<file path="config.mk">
export PLATFORM = sky130hd
export DESIGN_NAME = input_edge_interrupt_diag
export DESIGN_NICKNAME = d
export VERILOG_FILES = /design/src/hw/edge_irq_pkg.sv /design/src/hw/input_edge_interrupt_diag.sv /design/src/hw/us_ticker.sv
export VERILOG_INCLUDE_DIRS = /design/src /design/src/hw
export SDC_FILE = /design/constraint.sdc
export NUM_CORES = 1
export LEC_CHECK = 0
export BUFFER_PORTS_ARGS = -buffer_cell sky130_fd_sc_hd__buf_2
export CORE_MARGIN = 2
export CORE_UTILIZATION = 45
export CTS_BUF_LIST = sky130_fd_sc_hd__clkbuf_4
export DETAILED_ROUTE_END_ITERATION = 12
export GPL_ROUTABILITY_DRIVEN = 0
export GPL_TIMING_DRIVEN = 0
export PLACE_DENSITY = 0.6
export SYNTH_ARGS = -nofsm -noshare
export SYNTH_HDL_FRONTEND = slang
export SYNTH_HIERARCHICAL = 1
export SYNTH_SLANG_ARGS = --single-unit
</file>
<file path="constraint.sdc">
create_clock -name clk -period 9.1 [get_ports clk]
set_clock_uncertainty 0.15 [all_clocks]
set_input_delay 1.82 -clock clk [delete_from_list [all_inputs] [get_ports clk]]
set_output_delay 1.82 -clock clk [all_outputs]
set_load 0.01 [all_outputs]
</file>
<file path="src/hw/edge_irq_defs.svh">
`ifndef EDGE_IRQ_DEFS_SVH
`define EDGE_IRQ_DEFS_SVH

// timing: one ticker step per microsecond at the 40 MHz clock
`define CLK_PERIOD_NS       25
`define TICK_PERIOD_NS      1000
`define TICK_CYCLES         (`TICK_PERIOD_NS / `CLK_PERIOD_NS)

// record numbers for the diagnostic record
`define REC_DIAG_SHORT      8'h00
`define REC_DIAG_FULL       8'h01

// object indices
`define IDX_DIAG_SHORT      16'h2f00
`define IDX_DIAG_FULL       16'h2f01
`define IDX_PROC_REC        16'h5000
`define IDX_DIAG_REC        16'h5005
`define IDX_DIAG_EN         16'h3100
`define IDX_RISE_EN         16'h3103
`define IDX_FALL_EN         16'h3104

// process interrupt record offsets (subindex under the record index)
`define OFS_EDGE_CAUSE      8'h02
`define OFS_INPUT_SNAPSHOT  8'h03
`define OFS_TS_HIGH         8'h04
`define OFS_TS_LOW          8'h05

// diagnostic record subindex of byte 0
`define OFS_DIAG_FIRST      8'h02

// diagnostic enable byte values
`define DIAG_EN_ON          8'h40
`define DIAG_EN_OFF         8'h00

// diagnostic status bit positions
`define ERRA_FAILURE_BIT    0
`define ERRA_CHANNEL_BIT    3
`define ERRD_OVERFLOW_BIT   3
`define ERRD_LOST_BIT       6

// diagnostic record layout
`define DIAG_SHORT_LEN      8'd4
`define DIAG_FULL_LEN       8'd20
`define DIAG_POS_MODTYP     8'd1
`define DIAG_POS_ERRD       8'd3
`define DIAG_POS_CHTYP      8'd4
`define DIAG_POS_NUMCH      8'd6
`define DIAG_POS_CHERR      8'd7
`define DIAG_POS_US         8'd16
`define DIAG_VAL_MODTYP     8'h1f
`define DIAG_VAL_CHTYP      8'h70
`define DIAG_VAL_NUMCH      8'h02

// reset values
`define RST_BYTE            8'h00
`define RST_TS              16'h0000
`define RST_TICK            32'h0000_0000

`endif

</file>
<file path="src/hw/edge_irq_pkg.sv">
package edge_irq_pkg;

  // addressing space of a record read
  typedef enum logic [2:0] {
    SPACE_REC = 3'b001,  // record number
    SPACE_IDX = 3'b010,  // object index, byte offset
    SPACE_SUB = 3'b100   // object index plus subindex
  } rd_space_t;

  // one record read request
  typedef struct packed {
    rd_space_t   space;
    logic [15:0] sel;    // record number in low byte, or object index
    logic [7:0]  pos;    // byte offset, or subindex
  } rd_req_t;

  // process interrupt record
  typedef struct packed {
    logic [7:0]  cause;
    logic [7:0]  snap;
    logic [15:0] ts;
  } proc_rec_t;

  // diagnostic interrupt life cycle
  typedef enum logic [1:0] {
    DIAG_IDLE   = 2'b01,
    DIAG_ACTIVE = 2'b10
  } diag_state_t;

endpackage

</file>
<file path="src/hw/input_edge_interrupt_diag.sv">
// Overview of operation
// enabled channel edge raises interrupt, sets cause bit
// snapshot both input levels at interrupt
// 32-bit microsecond counter from zero at reset
// counter wraps to zero after maximum
// record carries counter low 16 bits
// diag interrupt enable; overflow, lost sources
// incoming diag interrupt when condition arises
// going diag interrupt when cause clears
// channel events discarded while diag active
// fault indicator on incoming through going
// full diag record 01h, short 00h
// object index 2F01h full, 2F00h short
// process record 5000h, diag 5005h
// emergency message or diagnostics message delivery
// per-channel rise and fall enable bits
// diag enable byte 00h off, 40h on
// overflow bit 3, lost bit 6
// edge while record undelivered is lost
`timescale 1ns/1ps
`default_nettype none
`include "edge_irq_defs.svh"

module input_edge_interrupt_diag
  import edge_irq_pkg::*;
#(
  parameter int TICK_CYC = `TICK_CYCLES  // clock cycles per microsecond
) (
  input  wire logic        clk,
  input  wire logic        rst,
  input  wire logic [1:0]  input_channel,          // filtered input levels
  input  wire logic        buf_overflow,           // diagnostic buffer overflow level
  input  wire logic        fieldbus_is_canopen,    // selects message kind
  input  wire logic        prm_wr,                 // parameter write strobe
  input  wire logic [15:0] prm_index,              // parameter object index
  input  wire logic [7:0]  prm_data,               // parameter byte
  input  wire logic        proc_ack,               // master took the process record
  input  wire logic        rd_req,                 // record read strobe
  input  wire rd_req_t     rd_cmd,                 // record read address
  output logic             emcy_req,               // record waits, emergency path
  output logic             diag_msg_req,           // record waits, diagnostics path
  output logic             diag_incoming,          // one-cycle incoming pulse
  output logic             diag_going,             // one-cycle going pulse
  output logic             module_fault_indicator, // fault lamp
  output logic             rd_ack,                 // read answer pulse
  output logic [7:0]       rd_data,                // read answer byte
  output logic             rd_err                  // unmapped read
);

  logic [31:0] tick;              // microsecond count
  logic [1:0]  prev_ff;           // input levels one cycle back
  logic [1:0]  rise_irq_enable;   // rising edge enables
  logic [1:0]  fall_irq_enable;   // falling edge enables
  logic        diag_en_ff;        // diagnostic interrupt enable
  logic [1:0]  edge_vec;          // enabled edges this cycle
  logic        edge_any;          // any enabled edge
  logic        pend_ff;           // record not yet delivered
  proc_rec_t   rec_ff;            // process interrupt record
  logic        accept;            // edge stored as new record
  logic        lost_ev;           // edge dropped for an old record
  logic        lost_ff;           // process interrupt lost flag
  logic [1:0]  cherr_ff;          // per-channel edge lost
  logic        diag_cause;        // any diagnostic source present
  diag_state_t st_ff;             // diag life cycle
  diag_state_t nxt_st;
  logic        active;            // inside incoming/going window
  logic [31:0] diag_us_ff;        // ticker at incoming
  logic        emcy_ff, dmsg_ff, din_ff, dgo_ff, led_ff;
  logic        ack_ff, err_ff;
  logic [7:0]  data_ff;
  logic [7:0]  nxt_data;
  logic        nxt_err;
  logic [7:0]  errd;              // internal diagnostic status byte

  us_ticker #(.TICK_CYC(TICK_CYC)) u_ticker (
    .clk      (clk),
    .rst      (rst),
    .count_ff (tick)
  );

  // parameter writes; diag enable values other than 00h and 40h are not permissible, so kept out; rise and fall enables take bits 1:0 of any byte
  always_ff @(posedge clk) begin
    if (rst) begin
      rise_irq_enable <= 2'b00;
      fall_irq_enable <= 2'b00;
      diag_en_ff      <= 1'b0;
    end else if (prm_wr) begin
      if (prm_index == `IDX_RISE_EN) begin
        rise_irq_enable <= prm_data[1:0];
      end
      if (prm_index == `IDX_FALL_EN) begin
        fall_irq_enable <= prm_data[1:0];
      end
      if (prm_index == `IDX_DIAG_EN && prm_data == `DIAG_EN_ON) begin
        diag_en_ff <= 1'b1;
      end
      if (prm_index == `IDX_DIAG_EN && prm_data == `DIAG_EN_OFF) begin
        diag_en_ff <= 1'b0;
      end
    end
  end

  // edge detection against last cycle's level
  always_ff @(posedge clk) begin
    if (rst) begin
      prev_ff <= 2'b00;
    end else begin
      prev_ff <= input_channel;
    end
  end

  assign edge_vec = (input_channel & ~prev_ff & rise_irq_enable)
                  | (~input_channel & prev_ff & fall_irq_enable);
  assign edge_any = |edge_vec;
  assign active   = (st_ff == DIAG_ACTIVE);
  // an ack in the same cycle frees the slot, so the new edge is kept
  assign accept   = edge_any && !active && !(pend_ff && !proc_ack);
  assign lost_ev  = edge_any && !active && pend_ff && !proc_ack;

  // pending record; a new edge wins over the ack of the old one
  always_ff @(posedge clk) begin
    if (rst) begin
      pend_ff <= 1'b0;
    end else if (accept) begin
      pend_ff <= 1'b1;
    end else if (proc_ack) begin
      pend_ff <= 1'b0;
    end
  end

  // record capture: cause, levels and low half of ticker together
  always_ff @(posedge clk) begin
    if (rst) begin
      rec_ff <= '{cause: `RST_BYTE, snap: `RST_BYTE, ts: `RST_TS};
    end else if (accept) begin
      rec_ff.cause <= {6'b000000, edge_vec};
      rec_ff.snap  <= {6'b000000, input_channel};
      rec_ff.ts    <= tick[15:0];
    end
  end

  // message kind follows the fieldbus; level while the record waits
  always_ff @(posedge clk) begin
    if (rst) begin
      emcy_ff <= 1'b0;
      dmsg_ff <= 1'b0;
    end else begin
      emcy_ff <= (accept || (pend_ff && !proc_ack)) && fieldbus_is_canopen;
      dmsg_ff <= (accept || (pend_ff && !proc_ack)) && !fieldbus_is_canopen;
    end
  end

  // lost flag lasts until the stalled record is taken; set beats clear
  always_ff @(posedge clk) begin
    if (rst) begin
      lost_ff  <= 1'b0;
      cherr_ff <= 2'b00;
    end else if (lost_ev) begin
      lost_ff  <= 1'b1;
      cherr_ff <= cherr_ff | edge_vec;
    end else if (proc_ack) begin
      lost_ff  <= 1'b0;
      cherr_ff <= 2'b00;
    end
  end

  // neither source can be masked on its own
  assign diag_cause = buf_overflow | lost_ff;
  assign errd = {1'b0, lost_ff, 2'b00, buf_overflow, 3'b000};

  // diag life cycle
  always_comb begin
    nxt_st = st_ff;
    unique case (st_ff)
      DIAG_IDLE: begin
        if (diag_cause && diag_en_ff) begin
          nxt_st = DIAG_ACTIVE;
        end
      end
      DIAG_ACTIVE: begin
        if (!diag_cause) begin
          nxt_st = DIAG_IDLE;
        end
      end
      default: nxt_st = DIAG_IDLE;
    endcase
  end

  always_ff @(posedge clk) begin
    if (rst) begin
      st_ff <= DIAG_IDLE;
    end else begin
      st_ff <= nxt_st;
    end
  end

  // pulses and lamp; lamp spans exactly the active window
  always_ff @(posedge clk) begin
    if (rst) begin
      din_ff <= 1'b0;
      dgo_ff <= 1'b0;
      led_ff <= 1'b0;
    end else begin
      din_ff <= (st_ff == DIAG_IDLE) && (nxt_st == DIAG_ACTIVE);
      dgo_ff <= active && (nxt_st == DIAG_IDLE);
      led_ff <= (nxt_st == DIAG_ACTIVE);
    end
  end

  // ticker value at the moment of the incoming diagnostic
  always_ff @(posedge clk) begin
    if (rst) begin
      diag_us_ff <= `RST_TICK;
    end else if ((st_ff == DIAG_IDLE) && (nxt_st == DIAG_ACTIVE)) begin
      diag_us_ff <= tick;
    end
  end

  // one byte of the diagnostic record; used by every access space
  function automatic logic [7:0] diag_byte(input logic [7:0]  pos,
                                           input logic [7:0]  err_d,
                                           input logic [1:0]  chan_err,
                                           input logic        act,
                                           input logic [31:0] us);
    logic [7:0] b;
    b = `RST_BYTE;
    if (pos == 8'd0) begin
      b[`ERRA_FAILURE_BIT] = act;
      b[`ERRA_CHANNEL_BIT] = |chan_err;
    end else if (pos == `DIAG_POS_MODTYP) begin
      b = `DIAG_VAL_MODTYP;
    end else if (pos == `DIAG_POS_ERRD) begin
      b = err_d;
    end else if (pos == `DIAG_POS_CHTYP) begin
      b = `DIAG_VAL_CHTYP;
    end else if (pos == `DIAG_POS_NUMCH) begin
      b = `DIAG_VAL_NUMCH;
    end else if (pos == `DIAG_POS_CHERR) begin
      b = {6'b000000, chan_err};
    end else if (pos >= `DIAG_POS_US && pos < `DIAG_FULL_LEN) begin
      b = us[8'(pos - `DIAG_POS_US) * 8 +: 8];
    end
    return b;
  endfunction

  // read decode; anything unmapped answers with the error flag
  always_comb begin
    nxt_data = `RST_BYTE;
    nxt_err  = 1'b1;
    unique case (rd_cmd.space)
      SPACE_REC: begin
        if (rd_cmd.sel[7:0] == `REC_DIAG_FULL && rd_cmd.pos < `DIAG_FULL_LEN) begin
          nxt_data = diag_byte(rd_cmd.pos, errd, cherr_ff, active, diag_us_ff);
          nxt_err  = 1'b0;
        end else if (rd_cmd.sel[7:0] == `REC_DIAG_SHORT && rd_cmd.pos < `DIAG_SHORT_LEN) begin
          nxt_data = diag_byte(rd_cmd.pos, errd, cherr_ff, active, diag_us_ff);
          nxt_err  = 1'b0;
        end
      end
      SPACE_IDX: begin
        if (rd_cmd.sel == `IDX_DIAG_FULL && rd_cmd.pos < `DIAG_FULL_LEN) begin
          nxt_data = diag_byte(rd_cmd.pos, errd, cherr_ff, active, diag_us_ff);
          nxt_err  = 1'b0;
        end else if (rd_cmd.sel == `IDX_DIAG_SHORT && rd_cmd.pos < `DIAG_SHORT_LEN) begin
          nxt_data = diag_byte(rd_cmd.pos, errd, cherr_ff, active, diag_us_ff);
          nxt_err  = 1'b0;
        end
      end
      SPACE_SUB: begin
        if (rd_cmd.sel == `IDX_PROC_REC) begin
          nxt_err = 1'b0;
          if (rd_cmd.pos == `OFS_EDGE_CAUSE) begin
            nxt_data = rec_ff.cause;
          end else if (rd_cmd.pos == `OFS_INPUT_SNAPSHOT) begin
            nxt_data = rec_ff.snap;
          end else if (rd_cmd.pos == `OFS_TS_HIGH) begin
            nxt_data = rec_ff.ts[15:8];
          end else if (rd_cmd.pos == `OFS_TS_LOW) begin
            nxt_data = rec_ff.ts[7:0];
          end else begin
            nxt_err = 1'b1;
          end
        end else if (rd_cmd.sel == `IDX_DIAG_REC && rd_cmd.pos >= `OFS_DIAG_FIRST
                     && rd_cmd.pos < `DIAG_FULL_LEN + `OFS_DIAG_FIRST) begin
          nxt_data = diag_byte(rd_cmd.pos - `OFS_DIAG_FIRST, errd, cherr_ff, active,
                               diag_us_ff);
          nxt_err  = 1'b0;
        end
      end
      default: nxt_err = 1'b1;
    endcase
  end

  // read answer one cycle after the strobe
  always_ff @(posedge clk) begin
    if (rst) begin
      ack_ff  <= 1'b0;
      err_ff  <= 1'b0;
      data_ff <= `RST_BYTE;
    end else begin
      ack_ff  <= rd_req;
      err_ff  <= rd_req && nxt_err;
      data_ff <= rd_req ? nxt_data : `RST_BYTE;
    end
  end

  assign emcy_req               = emcy_ff;
  assign diag_msg_req           = dmsg_ff;
  assign diag_incoming          = din_ff;
  assign diag_going             = dgo_ff;
  assign module_fault_indicator = led_ff;
  assign rd_ack                 = ack_ff;
  assign rd_data                = data_ff;
  assign rd_err                 = err_ff;

  property p_cause;
    @(posedge clk) disable iff (rst)
    accept |=> (rec_ff.cause == {6'b000000, $past(edge_vec)}) && pend_ff;
  endproperty
  a_cause: assert property (p_cause) else $error("cause byte wrong");

  property p_snap;
    @(posedge clk) disable iff (rst)
    accept |=> (rec_ff.snap[1:0] == $past(input_channel)) && (rec_ff.snap[7:2] == 6'h00);
  endproperty
  a_snap: assert property (p_snap) else $error("input snapshot wrong");

  property p_ts;
    @(posedge clk) disable iff (rst)
    accept |=> (rec_ff.ts == $past(tick[15:0]));
  endproperty
  a_ts: assert property (p_ts) else $error("timestamp wrong");

  property p_masked;
    @(posedge clk) disable iff (rst)
    (!pend_ff && (input_channel ^ prev_ff) == 2'b00) |=> !pend_ff;
  endproperty
  a_masked: assert property (p_masked) else $error("record without edge");

  property p_lost;
    @(posedge clk) disable iff (rst)
    (edge_any && !active && pend_ff && !proc_ack) |=> lost_ff ##0 $stable(rec_ff);
  endproperty
  a_lost: assert property (p_lost) else $error("lost edge not flagged");

  property p_incoming;
    @(posedge clk) disable iff (rst)
    (!active && diag_en_ff && diag_cause) |=> diag_incoming && module_fault_indicator;
  endproperty
  a_incoming: assert property (p_incoming) else $error("no incoming diag");

  property p_going;
    @(posedge clk) disable iff (rst)
    (active && !diag_cause) |=> diag_going && !module_fault_indicator;
  endproperty
  a_going: assert property (p_going) else $error("no going diag");

  property p_discard;
    @(posedge clk) disable iff (rst)
    (active && edge_any) |=> $stable(rec_ff);
  endproperty
  a_discard: assert property (p_discard) else $error("event stored in diag window");

  property p_led_rise;
    @(posedge clk) disable iff (rst)
    $rose(module_fault_indicator) |-> diag_incoming;
  endproperty
  a_led_rise: assert property (p_led_rise) else $error("lamp on without incoming");

  property p_short_rec;
    @(posedge clk) disable iff (rst)
    (rd_req && rd_cmd.space == SPACE_REC && rd_cmd.sel[7:0] == `REC_DIAG_SHORT
     && rd_cmd.pos >= `DIAG_SHORT_LEN) |=> rd_ack && rd_err;
  endproperty
  a_short_rec: assert property (p_short_rec) else $error("short record too long");

  property p_diag_en;
    @(posedge clk) disable iff (rst)
    (prm_wr && prm_index == `IDX_DIAG_EN && prm_data == `DIAG_EN_ON) |=> diag_en_ff;
  endproperty
  a_diag_en: assert property (p_diag_en) else $error("diag enable not taken");

endmodule
`default_nettype wire

</file>
<file path="src/hw/us_ticker.sv">
`timescale 1ns/1ps
`default_nettype none
`include "edge_irq_defs.svh"

module us_ticker #(
  parameter int TICK_CYC = `TICK_CYCLES  // clock cycles per microsecond
) (
  input  wire logic        clk,
  input  wire logic        rst,
  output logic [31:0]      count_ff     // free running microsecond count
);

  logic [7:0] pre_ff;                   // cycle prescaler
  logic       step;                     // last cycle of a microsecond

  assign step = (pre_ff == 8'(TICK_CYC - 1));

  // prescaler: wraps every microsecond
  always_ff @(posedge clk) begin
    if (rst) begin
      pre_ff <= 8'h00;
    end else if (step) begin
      pre_ff <= 8'h00;
    end else begin
      pre_ff <= pre_ff + 8'h01;
    end
  end

  // counter starts at zero and wraps to zero past its top
  always_ff @(posedge clk) begin
    if (rst) begin
      count_ff <= `RST_TICK;
    end else if (step) begin
      count_ff <= count_ff + 32'h0000_0001;
    end
  end

  property p_tick_step;
    @(posedge clk) disable iff (rst)
    step |=> (count_ff == $past(count_ff) + 32'h0000_0001);
  endproperty
  a_tick_step: assert property (p_tick_step) else $error("ticker missed its step");

  property p_tick_wrap;
    @(posedge clk) disable iff (rst)
    (step && count_ff == 32'hffff_ffff) |=> (count_ff == 32'h0000_0000);
  endproperty
  a_tick_wrap: assert property (p_tick_wrap) else $error("ticker did not wrap");

endmodule
`default_nettype wire

</file>
==> results of run 1 <==
## final cells by class
class,instances,area share
Multi-Input combinational cell,541,0.499
Sequential cell,120,0.339
Timing Repair Buffer,73,0.0516
Tap cell,176,0.0311
Buffer,42,0.0260
Clock inverter,14,0.0256
Clock buffer,18,0.0191
Inverter,15,0.00795
Antenna cell,1,0.000354
## cell usage in the layout (no fill, tap or decap), drive strengths merged, types with 7 or more instances in the layout
master and n:
a211oi 7, a21oi 56, and3 8, and4 9, buf 87, clkbuf 46
dfxtp 120, inv 15, mux2 12, mux2i 54, nand2 61, nand3 22
nand4 16, nor2 90, nor2b 12, nor3 20, nor4 8, o211ai 7
o21ai 23, o31ai 12, or2 7, or3 14, or4 12, xor2 9
## how the worst min path moves through the flow
| stage | from | endpoint | cells after the start |
|---|---|---|---|
| after floorplan | u_ticker/pre_ff[0] | u_ticker/pre_ff[0] | 1 |
| after global routing | rec_ff[15] | rec_ff[15] | 2 |
| final | u_ticker/pre_ff[0] | u_ticker/pre_ff[0] | 1 |
| after global placement | rec_ff[14] | rec_ff[14] | 2 |
| after detailed placement | rec_ff[1] | rec_ff[1] | 2 |
| after CTS | rec_ff[1] | rec_ff[1] | 2 |
## flip-flops by register name (all words and copies together), names as in the netlist, 2 cells and up
| name | cells |
|---|---|
| u_ticker/pre_ff | 8 |
| diag_us_ff | 32 |
| fall_irq_enable | 2 |
| st_ff | 2 |
| rd_data | 8 |
| prev_ff | 2 |
| u_ticker/count_ff | 32 |
| cherr_ff | 2 |
| rise_irq_enable | 2 |
| rec_ff | 20 |
## metrics by stage
stage	instance area, µm²	utilization	total power (W)
finish	7080	0.532	0.00103
CTS	7080	0.532	0.00104
global route	7080	0.532	0.00107
floorplan	6170	-	0.000590
global placement	6760	0.508	0.000619
detailed placement	6760	0.508	0.000621
## report_power, final
part | internal (W) | leakage [nW] | total (W) | switching, W
clock network | 0.000217 | 0.159 | 0.000423 | 0.000206
registers | 0.000528 | 0.968 | 0.000531 | 0.00000243
logic | 0.0000314 | 1.42 | 0.0000790 | 0.0000475
total | 0.000777 | 2.54 | 0.00103 | 0.000256
## metal layers
layer  wire (µm)  GRT usage
met3        1110     0.0489
met1        7910      0.318
met4         395     0.0930
met5           0          0
met2        7870      0.381
## logic make-up after synthesis
| kind of cell | share of synthesized area |
|---|---|
| simple gates | 0.270 |
| compound gates | 0.151 |
| flops | 0.389 |
| mux | 0.117 |
| buf+inv | 0.0389 |
| xor+xnor | 0.0199 |
| fa+ha+maj | 0.0138 |
==> out/results.txt, run 1 <==
During placement, the flow inserted port buffers numbering 73. After clock tree synthesis, the setup repair step added 0 buffers. The overall die width came out at 121 µm. Once the clock tree was built, the resizer swapped 0 gates to a different size. Synthesis produced 718 cells.

Once layout is complete, the cells apart from fillers number 1000. The floorplan die area was 14700 µm²; the total area of multi-input combinational cells was 3530 µm². The stage delay of the slowest cell on the critical path is 390 ps. By count the netlist is led by sky130_fd_sc_hd__dfxtp_1, sky130_fd_sc_hd__nor2_1, sky130_fd_sc_hd__nand2_1.

Across the run, the number of max-cap violations was 0. The worst setup path is captured at a register. The leading area contributor after synthesis is sky130_fd_sc_hd__dfxtp_1. The data required time at the worst endpoint came out at 9410 ps.

Summed over all nets, the half-perimeter wirelength after detailed placement is 13100 µm. The critical path runs through a total of 12 cells. Dividing total power by cell area gives a power density of 146 nW/µm². The synthesized area divided by synthesized cell count works out to 8.60 µm². The static power due to leakage is 2.54 nW, and the I/O pin count is 75. The ratio of final minimum period to clock period came out at 0.483.

In the final layout, flip-flops and latches occupy 2400 µm². For the arrival time at the worst endpoint, the log shows 4700 ps. Hold repair after CTS inserted 0 buffers. The prevailing post-synth register cell is sky130_fd_sc_hd__dfxtp_1.

The tools report the number of cells in the design after placement as 967. For the number of hold violations in the final report, the log shows 0. Clock tree synthesis selected as its root buffer the cell sky130_fd_sc_hd__clkbuf_4. The most common cell in the synthesized netlist is sky130_fd_sc_hd__dfxtp_1. Along the worst path, the maximum fanout reaches 10.

The count of distinct cell types in the synthesized netlist was 78; the worst-margin pin slew was 681 ps. The path class of the tightest hold or removal check is reg2reg. In this run the core area contains 42 standard-cell rows. The number of violations reported at the end of detailed-routing iteration 0 came out at 405.

The smallest hold slack was 308 ps; the clock latency at the later pin of the worst-skew pair was 540 ps. The H-tree depth reported by CTS was 4; the post-route antenna net violation count was 0. Counting cells, the worst reg-to-reg path comes to 10. Least setup slack across all paths after layout: 4710 ps.

The final critical-path required period works out to 4390 ps. The length of the first detailed-routing pass in iterations was 5. TritonCTS built the clock tree.

The buffer and inverter count on the worst path came out at 6. The most critical setup path has its startpoint at rd_cmd[1]. The final layout contains 876 nets. On the critical path the largest part of the delay comes from buffers and inverters. The number of global-route vias before repair came out at 5290.

The global-route wire length before repair came out at 27300 µm. The signal on the critical path passes through buf_2 > buf_2 > inv_1 > clkbuf_1 > ha_1 > clkbuf_1 > o2111ai_1 > a311o_1 > or2_1 > clkbuf_1 > o22a_1 > o211ai_1. The tools report the start of the worst register-to-register path as st_ff[0].

The count of warnings emitted by yosys was 6; the proportion of netlist area held by the largest area contributor was 0.389. The number of CTS-inserted buffers is 17. Startpoint class of the critical path: an input port. The relative slew slack is 0.543. Setup violations remaining at the end of the flow were counted as 0. The filler cells instantiated in the layout total 1278. For flop-to-flop paths, the worst setup slack is 6430 ps. Relative to the synthesized area, the layout overhead comes to 14.7%. Dividing the detail-routed via count by the number of cells gives 5.76. The flow ran to the end, and the final reports show no timing, DRC or antenna violations. Clock-pin slew was measured on the worst setup and hold paths at 110 ps. In the final routed layout, each cell accounts on average for 17.3 µm. Critical path's most frequent cell: sky130_fd_sc_hd__clkbuf_1. The critical path ends at rd_data[3]. Total routing resource utilization after global routing: 0.239. By area the synthesized netlist is led by sky130_fd_sc_hd__dfxtp_1, sky130_fd_sc_hd__mux2i_1, sky130_fd_sc_hd__nor2_1.

Number of remaining DRC errors: 0. The worst setup path is of the in2reg kind. Setup repair after global routing left no endpoint under its margin. The cell area after synthesis is 6170 µm².

The pin count of the biggest net entering global routing came out at 17. The share of cells above drive strength 1 works out to 0.181. Counting flops with a built-in enable in the synthesized netlist gives 0.

Prior to clock tree synthesis, the placed netlist has a worst setup slack of 4190 ps. The final layout contains routed wiring with a total length of 17300 µm. The run gives 1 as the number of antenna violations at the first check in global routing. The critical-path cell with the highest stage delay was sky130_fd_sc_hd__clkbuf_1.

The endpoint of the most critical register-to-register path is diag_us_ff[0]. Number of max-slew violations in the final report: 0. Global routing finished with a remaining overflow of 0. Synthesis produced a netlist with a net count of 784.

From bottom edge to top edge, the die measures 121 µm. The logs give 0.389 for the part of the Yosys area used for sequential elements and 228 MHz for the fmax. Summed over all failing endpoints, the final setup total negative slack is 0 ps.

The highest ir drop seen on vdd is 0.000113 V, and the number of storage elements in the synthesis netlist is 120. For the sink count of the clock tree, the log shows 120. The initial cell density of the core came out at 0.464.

Summing over every cut layer, the via total after detailed routing is 5758. The share of synthesized registers carrying an async set or reset was 0; the buffer depth of the longest clock path was 2. The tools report the standard cell core area as 13300 µm².
No activity file was read; power rests on OpenSTA's default activity.
==> run 2: changes to the inputs <==
--- a/config.mk
+++ b/config.mk
@@ -6,6 +6,7 @@
 export SDC_FILE = /design/constraint.sdc
 export NUM_CORES = 1
 export LEC_CHECK = 0
+export ABC_AREA = 1
 export BUFFER_PORTS_ARGS = -buffer_cell sky130_fd_sc_hd__buf_2
 export CORE_MARGIN = 2
 export CORE_UTILIZATION = 45
==> constraint.sdc (replaced) <==
create_clock -name clk -period 4.09 [get_ports clk]
set_clock_uncertainty 0.15 [all_clocks]
set_input_delay 0.818 -clock clk [delete_from_list [all_inputs] [get_ports clk]]
set_output_delay 0.818 -clock clk [all_outputs]
set_load 0.01 [all_outputs]
==> run 2 against run 1 <==
Against the previous run:
- flip-flop and latch count is the same
- cell count grew 30%
- die area grew 6.6%
- sequential power grew 120%
- hold slack lost 35 ps
- critical path depth grew 5
- largest power group unchanged
==> out/results.txt, run 2 <==
The worst-margin pin slew was 609 ps (-72.0 ps); the number of cells upsized or downsized after cts was 0 (unchanged). The height of the chip came out at 125 µm (+3.3%). STA classifies the critical path endpoint as a register. The part of the Yosys area used for sequential elements was 0.364 (-0.0250); the synthesized area divided by synthesized cell count was 6.52 µm² (-24%).

The critical-path cell with the highest stage delay was sky130_fd_sc_hd__clkbuf_1. The run gives 44 (+4.8%) as the number of placement rows. The logs give 18100 µm (+5.0%) for the wire length after detailed routing and 0 (unchanged) for the post-CTS setup repair buffer count. The share of cells above drive strength 1 was 0.161 (-0.0200).

TritonCTS built the clock tree. The proportion of netlist area held by the largest area contributor is 0.364 (-0.0250). The number of maximum-capacitance constraint violations came out at 0 (unchanged). The tree is rooted in a sky130_fd_sc_hd__clkbuf_4. Number of CTS-inserted buffers: 17 (unchanged). Sorting the synthesized cells by area gives the leading types as sky130_fd_sc_hd__dfxtp_1, sky130_fd_sc_hd__nand2_1, sky130_fd_sc_hd__nor2_1. The library cell used most frequently in the layout, excluding fill and tap cells, is sky130_fd_sc_hd__nand2_1.

The length of the first detailed-routing pass in iterations was 5 (unchanged). The number of cells on the worst hold path was 2 (+1). The overall die width works out to 125 µm (+3.3%). The logs give 48 (-38%) for the count of distinct cell types in the synthesized netlist and 338 MHz for the fmax. The pin count of the biggest net entering global routing was 17 (unchanged); the final instance count without filler cells was 1302 (+30%). Count of warnings emitted by yosys: 6 (unchanged). The run gives 2 (unchanged) as the buffer depth of the longest clock path.

The type of the worst min-delay path was in2reg. Summed over all instances, the cell type with the most area after synthesis is sky130_fd_sc_hd__dfxtp_1. The synthesized net count came out at 1078 (+38%).

The total grt overflow was 0 (unchanged). The area growth from synthesis to layout was 12.8%. The initial cell density of the core is 0.457 (-0.00692).

Arrival time at the worst endpoint: 3280 ps (-1420 ps). Startpoint of the worst hold path: fieldbus_is_canopen. For hold timing, the worst endpoint is diag_msg_req.

The cell area after synthesis was 6600 µm² (+6.9%). Post-CTS clock slew at the launch and capture registers of the worst setup and hold paths: 100 ps (about the same). The share of synthesized registers carrying an async set or reset was 0 (unchanged); the highest ir drop seen on vdd was 0.000327 V (+190%). Total routing resource utilization after global routing: 0.237 (-0.00207).

The I/O pin count was 75 (unchanged). The number of hold violations in the final report is 0 (unchanged), and the number of flops mapped to enable cells by yosys is 0 (unchanged). Ratio of final minimum period to clock period: 0.723.

The sink count of the clock tree came out at 120 (unchanged). For the clock latency at the later pin of the worst-skew pair, the log shows 560 ps (+20 ps). The worst setup path is launched from an input port. The start of the worst register-to-register path is st_ff[0]. Total setup violations reported at the end of the flow: 0 (unchanged). For the relative slew slack, the log shows 0.592 (+0.0488).

The tools report the half-perimeter wire length of the detailed placement result as 14000 µm (+6.7%). The floorplan die area is 15600 µm² (+6.6%), and the H-tree depth reported by CTS is 4 (unchanged). The final layout net count was 1171 (+34%); the global-route track usage on met3 was 0.0488 (-0.0000917). The number of global-route vias before repair is 6196 (+17%). The largest registers in the layout are diag_us_ff x32, u_ticker/count_ff x32, rec_ff x20. The number of antenna violations at the first check in global routing was 0 (-1). Most numerous cell in the Yosys netlist: sky130_fd_sc_hd__nand2_1. The ratio of routed vias to standard cells works out to 5.08 (-12%). The run finished with clean final reports.

The least setup slack across all paths after layout was 1130 ps (-3570 ps). The standard cell core area came out at 14400 µm² (+8.5%). Setup repair after global routing left no endpoint under its margin. The number of max-slew violations in the final report came out at 0 (unchanged). The most congested layer reported by global routing was met2. The most used flip-flop cell after synthesis is sky130_fd_sc_hd__dfxtp_1.

The number of violations reported at the end of detailed-routing iteration 0 is 420 (+3.7%), and the final critical-path required period is 2960 ps. The buffer and inverter count on the worst path is 5 (-1), and the count of buffers from port buffering is 74 (+1.4%). The global-route wire length before repair was 30100 µm (+10%). For the total inserted antenna cells, the log shows 0 (-1).

The tools report the total negative setup slack as 0 ps (unchanged). Ranked by instance count, the synthesized netlist is headed by sky130_fd_sc_hd__nand2_1, sky130_fd_sc_hd__nor2_1, sky130_fd_sc_hd__dfxtp_1. The tools report the worst-case register-to-register setup slack as 1510 ps (-4920 ps). The overall via count from detail_route is 6615 (+15%).

The number of cells in the design after placement came out at 1270 (+31%). The met2 usage in global routing is 0.406 (+0.0254), and the count of hold buffers inserted by post-cts repair is 0 (unchanged). The tools report the synthesized netlist cell count as 1012 (+41%).

The number of storage elements in the synthesis netlist was 120 (unchanged); the met1 usage in global routing was 0.302 (-0.0165). The stage delay of the slowest cell on the critical path was 350 ps (-40 ps). The signal on the critical path passes through buf_2 > buf_4 > inv_4 > buf_4 > clkbuf_1 > ha_1 > nand2_2 > o21ai_1 > nand2_2 > nor2_8 > and2_4 > nand2_2 > nand2_1 > nand2_1 > nand2_1 > nand3_1 > a21oi_1. The tools report the endpoint of the most critical register-to-register path as diag_us_ff[7].

For the post-route antenna net violation count, the log shows 0 (unchanged). The largest driver fanout on the critical path is 10 (unchanged). The cell family with the largest share of critical-path delay is simple AND/OR/NAND/NOR gates. The routed length per placed instance was 13.9 µm (-19%); the data required time at the worst endpoint was 4420 ps (-4990 ps).

The worst reg-to-reg path cell count was 11 (+1); the number of remaining DRC errors was 0 (unchanged). Pre-CTS setup slack: 583 ps (-3610 ps). The post-layout utilization of the core was 0.516 (-0.0163). The total power per unit cell area came out at 289 nW/µm² (+98%). The static power due to leakage came out at 3.34 nW (+31%).

The top cell types in the final layout, fill and taps aside, are sky130_fd_sc_hd__nand2_1, sky130_fd_sc_hd__nor2_1, sky130_fd_sc_hd__dfxtp_1. The critical path is of the in2reg type.
-- run 2: cell types whose count changed after synthesis, moves of 13 or more --
| cell | previous run | this run |
|---|---|---|
| sky130_fd_sc_hd__nand2_1 | 61 | 230 |
| sky130_fd_sc_hd__inv_1 | 15 | 108 |
| sky130_fd_sc_hd__nor2_1 | 87 | 162 |
| sky130_fd_sc_hd__o21ai_0 | 20 | 74 |
| sky130_fd_sc_hd__mux2i_1 | 54 | 4 |
| sky130_fd_sc_hd__nand3_1 | 22 | 60 |
| sky130_fd_sc_hd__clkbuf_1 | 28 | 13 |
| sky130_fd_sc_hd__a21oi_1 | 56 | 70 |
| sky130_fd_sc_hd__inv_2 | 0 | 13 |
| sky130_fd_sc_hd__or3_1 | 13 | 0 |
-- run 2: through the flow --
step	hold WS [ps]	power, W	instance area [µm²]
floorplan	275	0.00134	6600
global placement	292	0.00141	7200
detailed placement	298	0.00142	7200
CTS	249	0.00218	7440
global route	252	0.00226	7440
finish	273	0.00215	7440
-- run 2: final cells by class --
| cell class | count | area (µm²) |
|---|---|---|
| well taps | 184 | 230 |
| repair buffers | 74 | 370 |
| clock inverters | 14 | 110 |
| inverters | 124 | 468 |
| multi-input cells | 738 | 3580 |
| clock buffers | 18 | 135 |
| flip-flops and latches | 120 | 2400 |
| fillers | 1550 | 6980 |
| plain buffers | 30 | 143 |
-- run 2: logic make-up after synthesis --
group / Yosys count / share of synthesized area
DFF: 120 / 0.364
adders and majority gates: 6 / 0.0114
and+or+nand+nor: 544 / 0.375
xor gates and xnor gates: 4 / 0.00531
AOI/OAI and AO/OA: 180 / 0.145
buffers and inverters: 154 / 0.0925
muxes: 4 / 0.00607
-- run 2: routing by layer --
metal,vias to the layer above,part of all wire,wire [µm]
met5,-,0,0
met4,0,0.015,265
met3,24,0.041,735
met2,126,0.48,8660
met1,2988,0.47,8490
li1,3477,-,-
-- run 2: how the worst max path moves through the flow --
stage               from         end  slack (ps)  cells after the start
2_1_floorplan  rd_cmd[1]  rd_data[3]        1080                     17
3_3_place_gp   rd_cmd[1]  rd_data[4]         590                     16
3_5_place_dp   rd_cmd[1]  rd_data[5]         580                     17
4_1_cts        rd_cmd[1]  rd_data[5]        1160                     17
5_1_grt        rd_cmd[1]  rd_data[3]         870                     16
6_report       rd_cmd[1]  rd_data[5]        1130                     17
-- run 2: power by group --
part	internal (W)	switching, W	leakage [nW]	total (W)
clock	0.000298	0.000467	0.128	0.000764
combinational	0.0000687	0.000131	2.24	0.000200
sequential	0.00118	0.00000669	0.971	0.00119
total	0.00155	0.000604	3.34	0.00215
